<file path="src/verilog/pms_pkg.sv">
// Constants, register map and state types of the power mode sequencer.
// Assumes an APB master with 32-bit data and a 10 MHz core clock.
//
// What this block does
// - Sleep stops system clock and oscillator, halts CPU, freezes pins.
// - Idle stops the CPU while system and peripheral clocks keep running.
// - Deep Sleep stops clocks and peripherals, freezes pins, cuts memory power.
// - Enabled interrupt, watchdog time-out or reset wakes Sleep or Idle.
// - Watchdog count is cleared on entry into Sleep or Idle when enabled.
// - Low-power RC keeps running in Sleep if watchdog or calendar needs it.
// - Wake from Sleep resumes on the clock source active at entry.
// - Wake from Idle restores the CPU clock and resumes at once.
// - Interrupt during Sleep or Idle entry is deferred, then wakes at once.
// - Arm bit not followed promptly by power-save is cleared by hardware.
// - Arm bit, bit 15 of deep control, clears on Deep Sleep exit.
// - Setting the arm bit clears all wake-source flags.
// - Deep Sleep exits on POR, watchdog, calendar alarm, master clear, ext 0.
// - External interrupt 0 wakes only if enabled before, on change to polarity.
// - Interrupts pending at Deep Sleep entry are cleared.
// - Deep exit acts as POR but scratch registers and flags survive.
// - Wake events during the post-exit reset sequence are ignored.
// - Deep exit sets bit 10 of reset cause; software clears it.
// - Brown-out in Deep Sleep is reported in bit 1 of deep control.
// - Pins stay held while the hold bit is set after wake-up.
// - Brown-out in Deep Sleep does not wake the device.
// - Power-save zero enters Deep Sleep if armed, else normal Sleep.
package pms_pkg;

    localparam logic [7:0]  OFS_DSCTL  = 8'h00;
    localparam logic [7:0]  OFS_WAKE   = 8'h04;
    localparam logic [7:0]  OFS_RCAUSE = 8'h08;
    localparam logic [7:0]  OFS_SCR0   = 8'h0C;
    localparam logic [7:0]  OFS_SCR1   = 8'h10;
    localparam logic [7:0]  OFS_CFG    = 8'h14;
    localparam logic [7:0]  OFS_STAT   = 8'h18;

    localparam int          B_ARM      = 15;
    localparam int          B_BROWN    = 1;
    localparam int          B_REL      = 0;
    localparam int          B_XFLAG    = 10;
    localparam int          B_W_EXT0   = 8;
    localparam int          B_W_WDT    = 4;
    localparam int          B_W_CAL    = 3;
    localparam int          B_W_MASTER_CLEAR_PIN   = 2;
    localparam logic [8:0]  WAKE_MASK  = 9'h11C;

    localparam int          C_WDT      = 0;
    localparam int          C_CAL      = 1;
    localparam int          C_CALLPRC  = 2;
    localparam int          C_EXT0     = 3;
    localparam int          C_POL      = 4;
    localparam int          C_CLOCK_FAIL_MONITOR     = 5;
    localparam int          C_BOR      = 6;

    localparam logic [1:0]  ARM_NOPS   = 2'h3;
    localparam int          CLK_NS     = 100;
    localparam int          POR_SEQ_NS = 1000;
    localparam int          POR_CYC    = (POR_SEQ_NS + CLK_NS - 1) / CLK_NS;

    typedef enum logic [2:0] {
        ST_RUN, ST_ENTER, ST_SLEEP, ST_IDLE, ST_DEEP, ST_DEXIT
    } pms_st_e;

    typedef enum logic [1:0] {
        MD_SLEEP, MD_IDLE, MD_DEEP
    } pms_md_e;

endpackage

</file>
<file path="src/verilog/pms_top.sv">
// Power mode sequencer: power-save entry, wake-up and deep sleep control.
// Assumes a CPU core issuing power-save pulses and synchronous wake inputs.
//
// Decided for this implementation: the APB register port and the placing of the registers.
module pms_top
    import pms_pkg::*;
(
    input  wire logic        I_CORE_CLK,
    input  wire logic        I_RST,
    input  wire logic        I_PSEL,
    input  wire logic        I_PENABLE,
    input  wire logic        I_PWRITE,
    input  wire logic [7:0]  I_PADDR,
    input  wire logic [31:0] I_PWDATA,
    output logic      [31:0] O_PRDATA,
    output logic             O_PREADY,
    output logic             O_PSLVERR,
    input  wire logic        I_POWER_SAVE_INSTR_VALID,
    input  wire logic        I_POWER_SAVE_INSTR_OP,
    input  wire logic        I_INSTR_RETIRE,
    input  wire logic [2:0]  I_CLK_SRC,
    input  wire logic        I_IRQ_PEND,
    input  wire logic        I_WDT_TIMEOUT,
    input  wire logic        I_DEEP_SLEEP_WATCHDOG_TIMEOUT,
    input  wire logic        I_CAL_ALARM,
    input  wire logic        I_MASTER_CLEAR_PIN_N,
    input  wire logic        I_EXT0,
    input  wire logic        I_BOR,
    output logic             O_CPU_CLK_EN,
    output logic             O_PERIPH_CLK_EN,
    output logic             O_SYS_OSC_EN,
    output logic             O_LOW_POWER_RC_OSC_EN,
    output logic             O_WDT_CLR,
    output logic             O_IRQ_CLR,
    output logic             O_IO_FREEZE,
    output logic             O_IO_HOLD,
    output logic             O_MEM_PWR_EN,
    output logic             O_WAKE,
    output logic             O_CORE_RST,
    output logic [2:0]       O_RESUME_SRC
);

    ////////////////////////////////////////////////////////////////////
    // State

    typedef struct packed {
        pms_st_e     st;
        pms_md_e     md;
        logic        arm;
        logic [1:0]  arm_cnt;
        logic        brown;
        logic        rel;
        logic [8:0]  wake;
        logic        xflag;
        logic [15:0] scr0;
        logic [15:0] scr1;
        logic [6:0]  cfg;
        logic        ext_en;
        logic        ext_p;
        logic [7:0]  por_cnt;
        logic [2:0]  src;
        logic        sreq;
        logic        ireq;
        logic [31:0] rdata;
        logic        rdy;
        logic        err;
        logic        cpu;
        logic        per;
        logic        osc;
        logic        low_power_rc_osc;
        logic        wclr;
        logic        iclr;
        logic        frz;
        logic        mem;
        logic        wk;
        logic        crst;
    } pms_state_s;

    pms_state_s s_q;
    pms_state_s s_d;

    logic       acc;
    logic       wr;
    logic       ext_hit;
    logic [8:0] dwake;
    logic       low_power_rc_osc_need;

    ////////////////////////////////////////////////////////////////////
    // Next state

    always_comb
    begin
        s_d       = s_q;
        s_d.sreq  = 1'b0;
        s_d.ireq  = 1'b0;
        s_d.wclr  = 1'b0;
        s_d.iclr  = 1'b0;
        s_d.wk    = 1'b0;
        s_d.err   = 1'b0;
        acc       = I_PSEL & I_PENABLE;
        wr        = acc & I_PWRITE & s_q.rdy & ~s_q.err;
        ext_hit   = s_q.ext_en & (I_EXT0 == s_q.cfg[C_POL])
                  & (s_q.ext_p != s_q.cfg[C_POL]);
        dwake     = '0;
        dwake[B_W_EXT0] = ext_hit;
        dwake[B_W_WDT]  = I_DEEP_SLEEP_WATCHDOG_TIMEOUT;
        dwake[B_W_CAL]  = I_CAL_ALARM & s_q.cfg[C_CAL];
        dwake[B_W_MASTER_CLEAR_PIN] = ~I_MASTER_CLEAR_PIN_N;
        low_power_rc_osc_need = s_q.cfg[C_WDT]
                  | (s_q.cfg[C_CAL] & s_q.cfg[C_CALLPRC]);
        s_d.ext_p = I_EXT0;

        // Bus slave, one wait state
        s_d.rdy = acc & ~s_q.rdy;
        if (acc && !s_q.rdy)
        begin
            s_d.err   = 1'b0;
            s_d.rdata = '0;
            case (I_PADDR)
                OFS_DSCTL:
                begin
                    s_d.rdata[B_ARM]   = s_q.arm;
                    s_d.rdata[B_BROWN] = s_q.brown;
                    s_d.rdata[B_REL]   = s_q.rel;
                end
                OFS_WAKE:   s_d.rdata[8:0]      = s_q.wake;
                OFS_RCAUSE: s_d.rdata[B_XFLAG]  = s_q.xflag;
                OFS_SCR0:   s_d.rdata[15:0]     = s_q.scr0;
                OFS_SCR1:   s_d.rdata[15:0]     = s_q.scr1;
                OFS_CFG:    s_d.rdata[6:0]      = s_q.cfg;
                OFS_STAT:
                begin
                    s_d.rdata[2:0] = s_q.st;
                    s_d.rdata[5:4] = s_q.md;
                    s_d.rdata[10:8] = s_q.src;
                end
                default:    s_d.err = 1'b1;
            endcase
        end

        if (wr)
        begin
            case (I_PADDR)
                OFS_DSCTL:
                begin
                    s_d.arm   = I_PWDATA[B_ARM];
                    s_d.brown = I_PWDATA[B_BROWN];
                    if (!I_PWDATA[B_REL])
                        s_d.rel = 1'b0;
                end
                OFS_WAKE:   s_d.wake  = I_PWDATA[8:0] & WAKE_MASK;
                OFS_RCAUSE: s_d.xflag = I_PWDATA[B_XFLAG];
                OFS_SCR0:   s_d.scr0  = I_PWDATA[15:0];
                OFS_SCR1:   s_d.scr1  = I_PWDATA[15:0];
                OFS_CFG:    s_d.cfg   = I_PWDATA[6:0];
                default:    s_d.cfg   = s_q.cfg;
            endcase
        end

        // Arming window
        if (s_d.arm && !s_q.arm)
        begin
            s_d.wake    = '0;
            s_d.arm_cnt = '0;
        end
        else if (s_q.arm && s_q.st == ST_RUN && I_INSTR_RETIRE
                 && !I_POWER_SAVE_INSTR_VALID)
        begin
            if (s_q.arm_cnt == ARM_NOPS)
                s_d.arm = 1'b0;
            else
                s_d.arm_cnt = s_q.arm_cnt + 2'h1;
        end

        // Sequencer
        case (s_q.st)
            ST_RUN:
            begin
                if (s_q.sreq || s_q.ireq)
                begin
                    s_d.st   = ST_ENTER;
                    s_d.md   = s_q.ireq ? MD_IDLE
                             : (s_q.arm ? MD_DEEP : MD_SLEEP);
                    s_d.wclr = s_q.cfg[C_WDT];
                    s_d.iclr = s_q.sreq & s_q.arm;
                end
                else if (I_POWER_SAVE_INSTR_VALID)
                begin
                    s_d.sreq = ~I_POWER_SAVE_INSTR_OP;
                    s_d.ireq = I_POWER_SAVE_INSTR_OP;
                end
            end
            ST_ENTER:
            begin
                // Wake sources are not looked at here
                s_d.src    = I_CLK_SRC;
                s_d.ext_en = s_q.cfg[C_EXT0];
                case (s_q.md)
                    MD_IDLE:  s_d.st = ST_IDLE;
                    MD_DEEP:
                    begin
                        s_d.st  = ST_DEEP;
                        s_d.rel = 1'b1;
                    end
                    default:  s_d.st = ST_SLEEP;
                endcase
            end
            ST_SLEEP, ST_IDLE:
            begin
                if (I_IRQ_PEND || I_WDT_TIMEOUT || !I_MASTER_CLEAR_PIN_N)
                begin
                    s_d.st = ST_RUN;
                    s_d.wk = 1'b1;
                end
            end
            ST_DEEP:
            begin
                if (I_BOR && s_q.cfg[C_BOR])
                    s_d.brown = 1'b1;
                if (|dwake)
                begin
                    s_d.wake    = s_q.wake | dwake;
                    s_d.st      = ST_DEXIT;
                    s_d.arm     = 1'b0;
                    s_d.xflag   = 1'b1;
                    s_d.por_cnt = '0;
                end
            end
            ST_DEXIT:
            begin
                // Wake events ignored until reset sequence ends
                s_d.por_cnt = s_q.por_cnt + 8'h01;
                if (s_q.por_cnt == 8'(POR_CYC - 1))
                    s_d.st = ST_RUN;
            end
            default: s_d.st = ST_RUN;
        endcase

        // Clock, power and pin controls
        s_d.cpu  = (s_d.st == ST_RUN);
        s_d.per  = (s_d.st == ST_RUN) || (s_d.st == ST_ENTER)
                || (s_d.st == ST_IDLE) || (s_d.st == ST_DEXIT);
        s_d.osc  = (s_d.st != ST_SLEEP) && (s_d.st != ST_DEEP);
        s_d.frz  = (s_d.st == ST_SLEEP) || (s_d.st == ST_DEEP);
        s_d.mem  = (s_d.st != ST_DEEP);
        s_d.crst = (s_d.st == ST_DEXIT);
        case (s_d.st)
            ST_SLEEP, ST_DEEP: s_d.low_power_rc_osc = low_power_rc_osc_need;
            ST_IDLE:  s_d.low_power_rc_osc = low_power_rc_osc_need | s_q.cfg[C_CLOCK_FAIL_MONITOR];
            default:  s_d.low_power_rc_osc = 1'b1;
        endcase
    end

    ////////////////////////////////////////////////////////////////////
    // Registers, all in the always-powered domain

    always_ff @(posedge I_CORE_CLK)
    begin
        if (I_RST)
        begin
            s_q      <= '0;
            s_q.st   <= ST_RUN;
            s_q.md   <= MD_SLEEP;
            s_q.cpu  <= 1'b1;
            s_q.per  <= 1'b1;
            s_q.osc  <= 1'b1;
            s_q.low_power_rc_osc <= 1'b1;
            s_q.mem  <= 1'b1;
        end
        else
        begin
            s_q <= s_d;
        end
    end

    assign O_PRDATA        = s_q.rdata;
    assign O_PREADY        = s_q.rdy;
    assign O_PSLVERR       = s_q.err;
    assign O_CPU_CLK_EN    = s_q.cpu;
    assign O_PERIPH_CLK_EN = s_q.per;
    assign O_SYS_OSC_EN    = s_q.osc;
    assign O_LOW_POWER_RC_OSC_EN       = s_q.low_power_rc_osc;
    assign O_WDT_CLR       = s_q.wclr;
    assign O_IRQ_CLR       = s_q.iclr;
    assign O_IO_FREEZE     = s_q.frz;
    assign O_IO_HOLD       = s_q.rel;
    assign O_MEM_PWR_EN    = s_q.mem;
    assign O_WAKE          = s_q.wk;
    assign O_CORE_RST      = s_q.crst;
    assign O_RESUME_SRC    = s_q.src;
endmodule

</file>
<file path="config.mk">
export PLATFORM = sky130hd
export DESIGN_NAME = pms_top
export DESIGN_NICKNAME = d
export VERILOG_FILES = /design/src/verilog/pms_pkg.sv /design/src/verilog/pms_top.sv
export SDC_FILE = /design/constraint.sdc
export NUM_CORES = 1
export LEC_CHECK = 0
export BUFFER_PORTS_ARGS = -buffer_cell sky130_fd_sc_hd__buf_2
export CAP_MARGIN = 5
export CORE_MARGIN = 8
export CORE_UTILIZATION = 49
export CTS_CLUSTER_SIZE = 16
export DETAILED_ROUTE_END_ITERATION = 8
export PLACE_DENSITY = 0.73
export SLEW_MARGIN = 20
export SYNTH_ARGS = -nofsm -noshare
export SYNTH_HDL_FRONTEND = slang
export SYNTH_SLANG_ARGS = --single-unit
</file>
<file path="constraint.sdc">
create_clock -name I_CORE_CLK -period 1.67 [get_ports I_CORE_CLK]
set_input_delay 0.334 -clock I_CORE_CLK [delete_from_list [all_inputs] [get_ports I_CORE_CLK]]
set_output_delay 0.334 -clock I_CORE_CLK [all_outputs]
set_load 0.1 [all_outputs]
</file>
==> results.json, run 1 <==
{
  "grt_pass1_vias": 4203,
  "ys_seq_area_frac": 0.435,
  "fin_util": 0.623,
  "yosys_warnings": 0,
  "r2r-end": "O_CPU_CLK_EN",
  "core-area_um2": 9280,
  "viasPerCell": 5.51,
  "cts_sinks": 102,
  "synth-xor-area-share": 0.00373,
  "ys_ff_latch": 102,
  "hold_path.class": "primary input to flip-flop",
  "drt_first_pass_iters": 5,
  "r2r_start": "s_q[63]",
  "violations": "negative setup slack",
  "wl_um": 13200,
  "clockRootBuffer": "clkbuf_8",
  "end_kind": "flip-flop",
  "critPathCapture": "O_CPU_CLK_EN",
  "grt_max_degree": 29,
  "timing.hold.ws_ns": 0.117,
  "crit_path_start_kind": "flip-flop",
  "antenna_found_initial": 1,
  "cts_tree": "done",
  "die-area_um2": 13000,
  "register_area_um2": 2050,
  "reg2regPathDepth": 5,
  "grt_use_total": 0.203,
  "relSlewSlack": 0.679,
  "ir_drop_v": 0.000411,
  "setup_ws_ns": -0.0259,
  "crit_required_ns": 1.95,
  "yosys.area_share.simple": 0.249,
  "yosys_most_used_dff": "dfxtp_1",
  "worstPathArrival_ns": 1.97,
  "drv_cap": 0,
  "p_sw_mw": 1.58,
  "multiInputGateArea_um2": 2380,
  "num_rows": 35,
  "cts_buffer_depth": 2,
  "worst-r2r-setup-slack_ns": -0.03,
  "p_per_area_nw_per_um2": 832,
  "setup_violations": 1,
  "finalHoldViolations": 0,
  "path_class": "flip-flop to flip-flop",
  "clk_latency_ns": 0.38,
  "syn-cell-area_um2": 4690,
  "stdcell_count": 798,
  "drt_iter0_drc": 417,
  "fin_crit_sh": 1.02,
  "ant_nets": 0,
  "port-buffer-count": 73,
  "drive_gt1_frac": 0.293,
  "ios": 106,
  "drc": 0,
  "synth.distinct_cells": 65,
  "total_power_mw": 4.81,
  "synthCells": 559,
  "grt.overflow.total": 0,
  "die_h_um": 114,
  "status": "finished with violations",
  "place_ws_ns": -0.250,
  "design_area_um2": 5780,
  "rsz0062_at_grt": "true",
  "vias": 4400,
  "synth_mux_area_frac": 0.0253,
  "p_leak_nw": 2.32,
  "die_w_um": 114,
  "worstPathMaxFanout": 4,
  "synth_fa_ha_area_frac": 0.00800,
  "start_util": 0.506,
  "post_drt_wl_per_cell_um": 16.5,
  "finalNetCount": 724,
  "dpl.cell_count": 780,
  "cts_hold_buf": 0,
  "synth_top_family_by_area": "simple AND/OR/NAND/NOR gates",
  "synthToLayoutAreaGrowth_pct": 23.2,
  "crit_start": "s_q[63]",
  "postPlaceCellArea_um2": 5480,
  "syn_area_per_cell_um2": 8.40,
  "routabilityCongestion": 0.886,
  "p_sw_frac": 0.329,
  "pwr-share-clk": 0.323,
  "fin_skew_ns": 0.00830,
  "htree_num_levels": 3,
  "grt_pass1_wl_um": 21200,
  "path_clk_slew_ns": 0.11,
  "internal_power_mw": 3.23,
  "worst_pin_slew_ns": 0.470,
  "fin_setup_tns_ns": -0.0259,
  "p_comb_frac": 0.159,
  "drv_slew": 0,
  "synth_compound_area_frac": 0.184,
  "ys_async_sr_fraction": 0,
  "fmax_mhz": 590,
  "period_needed_ns": 1.70,
  "tritoncts.num_buffers": 9,
  "synth-edff-count": 0,
  "nFillCells": 830,
  "share_seq_of_total_power": 0.518,
  "dp_hpwl_um": 10200
}
==> repair_timing <==
action / 4_1_cts / 5_1_grt
gates resized for setup: 4 / 15
buffers inserted: 0 / 1
endpoints found under the setup margin: 12 / 23
pin swaps: 1 / 6
==> layer usage <==
metal | GRT usage | part of all wire | vias to the layer above
met2 | 0.320 | 0.45 | 175
met3 | 0.0491 | 0.095 | 17
met5 | 0 | 0 | -
met1 | 0.269 | 0.44 | 2085
li1 | - | - | 2123
met4 | 0.0612 | 0.018 | 0
==> registers in the layout (all words and copies together) (netlist names) <==
signal                 flops
s_q                       70
O_WDT_CLR                  1
O_PREADY                   1
O_MEM_PWR_EN               1
O_IO_FREEZE                1
O_IO_HOLD                  1
O_WAKE                     1
O_IRQ_CLR                  1
O_PERIPH_CLK_EN            1
O_LOW_POWER_RC_OSC_EN      1
O_SYS_OSC_EN               1
O_RESUME_SRC               3
O_PSLVERR                  1
O_CPU_CLK_EN               1
O_PRDATA                  16
O_CORE_RST                 1
==> power by group through the flow <==
| stage | Clock, mW | Combinational, mW | Sequential (mW) |
|---|---|---|---|
| finish | 1.55 | 0.767 | 2.49 |
| global route | 1.69 | 0.800 | 2.50 |
| CTS | 1.58 | 0.756 | 2.49 |
| detailed placement | 0 | 0.752 | 2.55 |
| global placement | 0 | 0.746 | 2.55 |
| floorplan | 0 | 0.554 | 2.60 |
==> kinds of logic after synthesis <==
logic type | Yosys count
and+or+nand+nor | 238
AOI/OAI and AO/OA | 128
DFF | 102
buffers and inverters | 74
muxes | 11
adders and majority gates | 3
xor gates and xnor gates | 2
other | 1
==> worst max-delay path, cell delays in order, from the launching register on <==
cell	delay [ns]
dfxtp_2	0.33
or3b_4	0.40
a21boi_4	0.22
nor3_2	0.08
o41a_1	0.37
a31o_1	0.20
==> placed cells by master, fill, tap and decap left out, types with 6 or more instances in the layout <==
cell        n
buf_2      73
nand3_1    11
a22oi_1    15
nor2_1     44
a311oi_1    6
conb_1     16
mux2i_1     7
and2_1      8
o21ai_0     6
clkbuf_8    9
nor3_1     17
or3_1       6
a21oi_1    59
nand2_1   101
buf_4      65
dfxtp_1    97
inv_1       7
==> cells in the mapped netlist, types with 7 or more instances <==
library cell	instances	area (um^2)
buf_4	40	300
clkbuf_1	17	63.8
mux2i_1	7	70.1
or3_1	7	43.8
a22oi_1	15	113
nand2_1	102	383
a21oi_1	62	310
inv_1	7	26.3
nor3_1	18	90.1
dfxtp_1	102	2040
and2_1	8	50.1
nand3_1	11	55.1
nor2_1	44	165
==> how the worst min path moves through the flow <==
| stage | slack [ns] | from | to | cells past startpoint |
|---|---|---|---|---|
| floorplan | 0.41 | I_POWER_SAVE_INSTR_OP | s_q[45] | 1 |
| global placement | 0.44 | s_q[99] | s_q[99] | 1 |
| detailed placement | 0.45 | s_q[100] | s_q[100] | 1 |
| CTS | 0.10 | I_POWER_SAVE_INSTR_OP | s_q[45] | 2 |
| global route | 0.12 | I_POWER_SAVE_INSTR_OP | s_q[45] | 2 |
| finish | 0.12 | I_POWER_SAVE_INSTR_OP | s_q[45] | 2 |
==> layout make-up <==
class | count | area share
Sequential cell | 102 | 0.355
Timing Repair Buffer | 145 | 0.167
Tap cell | 129 | 0.0279
Inverter | 7 | 0.00454
Multi-Input combinational cell | 398 | 0.411
Antenna cell | 1 | 0.000433
Clock inverter | 7 | 0.0128
Clock buffer | 9 | 0.0214
(Power assumes the default switching activity.)
==> run 2: changes to the inputs <==
--- a/config.mk
+++ b/config.mk
@@ -12,6 +12,7 @@
 export CTS_CLUSTER_SIZE = 16
 export DETAILED_ROUTE_END_ITERATION = 8
 export PLACE_DENSITY = 0.73
+export SKIP_CTS_REPAIR_TIMING = 1
 export SLEW_MARGIN = 20
 export SYNTH_ARGS = -nofsm -noshare
 export SYNTH_HDL_FRONTEND = slang
==> constraint.sdc (replaced) <==
create_clock -name I_CORE_CLK -period 1.67 [get_ports I_CORE_CLK]
set_input_delay 0.334 -clock I_CORE_CLK [delete_from_list [all_inputs] [get_ports I_CORE_CLK]]
set_output_delay 0.334 -clock I_CORE_CLK [all_outputs]
set_load 0.01 [all_outputs]
==> run 2 against run 1 <==
The run still ends with negative setup slack left; worst setup slack got worse by 0.053 ns; fmax shrank 3.0%; via count grew 2.3%; highest routed layer unchanged; routed wire length grew 3.2%; sequential share of layout area fell by 0.93 points; sequential power is essentially flat; combinational power decreased by 44%; die area unchanged; design area up 2.6%; largest cell class unchanged; core utilization grew 1.6 points; global-route usage decreased by 0.18 points; critical path type unchanged; clock skew up 0.0059 ns.
==> results.json, run 2 (synthesis gave the netlist of run 1 again) <==
{
  "drive_gt1_frac": 0.312,
  "dp_hpwl_um": 10100,
  "p_leak_nw": 2.38,
  "wl_um": 13600,
  "finalNetCount": 732,
  "relSlewSlack": 0.638,
  "met1_usage": 0.269,
  "cts_tree": "done",
  "viasPerCell": 5.59,
  "port-buffer-count": 73,
  "rsz0062_at_grt": "true",
  "use_met3": 0.0497,
  "grt_pass1_vias": 4229,
  "clockRootBuffer": "clkbuf_8",
  "holdPathStages": 2,
  "fmax_mhz": 572,
  "path_class": "flip-flop to flip-flop",
  "ir_drop_v": 0.000457,
  "drt_iter0_drc": 386,
  "core-area_um2": 9280,
  "start_util": 0.506,
  "worst-r2r-setup-slack_ns": -0.08,
  "place_ws_ns": -0.341,
  "die-area_um2": 13000,
  "post_drt_wl_per_cell_um": 16.9,
  "postPlaceCellArea_um2": 5460,
  "reg2regPathDepth": 8,
  "violations": "negative setup slack",
  "grt_pass1_wl_um": 21000,
  "grt_use_total": 0.202,
  "htree_num_levels": 3,
  "fin_skew_ns": 0.0142,
  "largest_register": "s_q",
  "hold_path.class": "primary input to flip-flop",
  "num_rows": 35,
  "antenna_found_initial": 0,
  "die_w_um": 114,
  "stdcell_count": 805,
  "crit_required_ns": 1.93,
  "period_needed_ns": 1.75,
  "largest_register_ffs": 70,
  "routabilityCongestion": 0.930,
  "vias": 4500,
  "worstPathArrival_ns": 2.01,
  "cts_sinks": 102,
  "fin_crit_sh": 1.05,
  "cts_buffer_depth": 2,
  "crit_path_start_kind": "flip-flop",
  "setup_violations": 8,
  "total_power_mw": 4.84,
  "end_kind": "flip-flop",
  "drv_slew": 0,
  "p_per_area_nw_per_um2": 815,
  "ios": 106,
  "busiest_layer": "met2",
  "status": "finished with violations",
  "setup_ws_ns": -0.0785,
  "use_met2": 0.311,
  "synthToLayoutAreaGrowth_pct": 26.3,
  "layout_common_cells": "nand2_1 (100), dfxtp_1 (97), buf_2 (73)",
  "worst_pin_slew_ns": 0.541,
  "antennaDiodeCount": 0,
  "die_h_um": 114,
  "drv_cap": 0,
  "drt_first_pass_iters": 6,
  "clk_latency_ns": 0.37,
  "ant_nets": 0,
  "layout_commonest_cell": "nand2_1",
  "grt_max_degree": 30,
  "nFillCells": 791,
  "grt.overflow.total": 0,
  "worstPathMaxFanout": 4,
  "tritoncts.num_buffers": 9,
  "fin_setup_tns_ns": -0.360,
  "dpl.cell_count": 784,
  "drc": 0,
  "finalHoldViolations": 0,
  "design_area_um2": 5930,
  "path_clk_slew_ns": 0.10
}
run 2: path summary, 6_finish.rpt:
check / from / endpoint
worst max-delay path: s_q[63] / s_q[101]
worst min-delay path: I_POWER_SAVE_INSTR_OP / s_q[45]
worst max register to register: s_q[63] / s_q[101]
worst min register to register: s_q[76] / s_q[76]
run 2: power breakdown:
part	total, mW	internal [mW]	switching (mW)
registers	2.50	2.47	0.0255
logic	0.428	0.176	0.252
clock network	1.91	1.05	0.865
total	4.84	3.69	1.14
run 2: routing by layer:
metal,part of all wire,vias up
met1,0.43,2145
met3,0.085,27
met5,0,-
met2,0.46,198
met4,0.018,0
li1,-,2130
run 2: layout make-up:
type / instances / area, um^2 / share of cell area
inverter: 7 / 26.3 / 0.00443
clock inverter: 6 / 115 / 0.0194
timing repair buffer: 153 / 1040 / 0.175
sequential: 102 / 2050 / 0.345
clock buffer: 10 / 138 / 0.0232
tap: 129 / 161 / 0.0272
multi-input combinational: 398 / 2410 / 0.406
run 2: per-stage QoR:
| stage | hold slack (ns) | util |
|---|---|---|
| floorplan | 0.406 | - |
| global placement | 0.439 | 0.588 |
| detailed placement | 0.448 | 0.588 |
| CTS | 0.119 | 0.615 |
| global route | 0.124 | 0.639 |
| finish | 0.130 | 0.639 |
run 2: worst max-delay path: stages (launching register included):
cell	delay [ns]
dfxtp_2	0.34
buf_6	0.12
nand3b_1	0.12
a21boi_4	0.09
buf_4	0.14
buf_4	0.13
o21a_4	0.21
or3_1	0.37
o211a_1	0.13
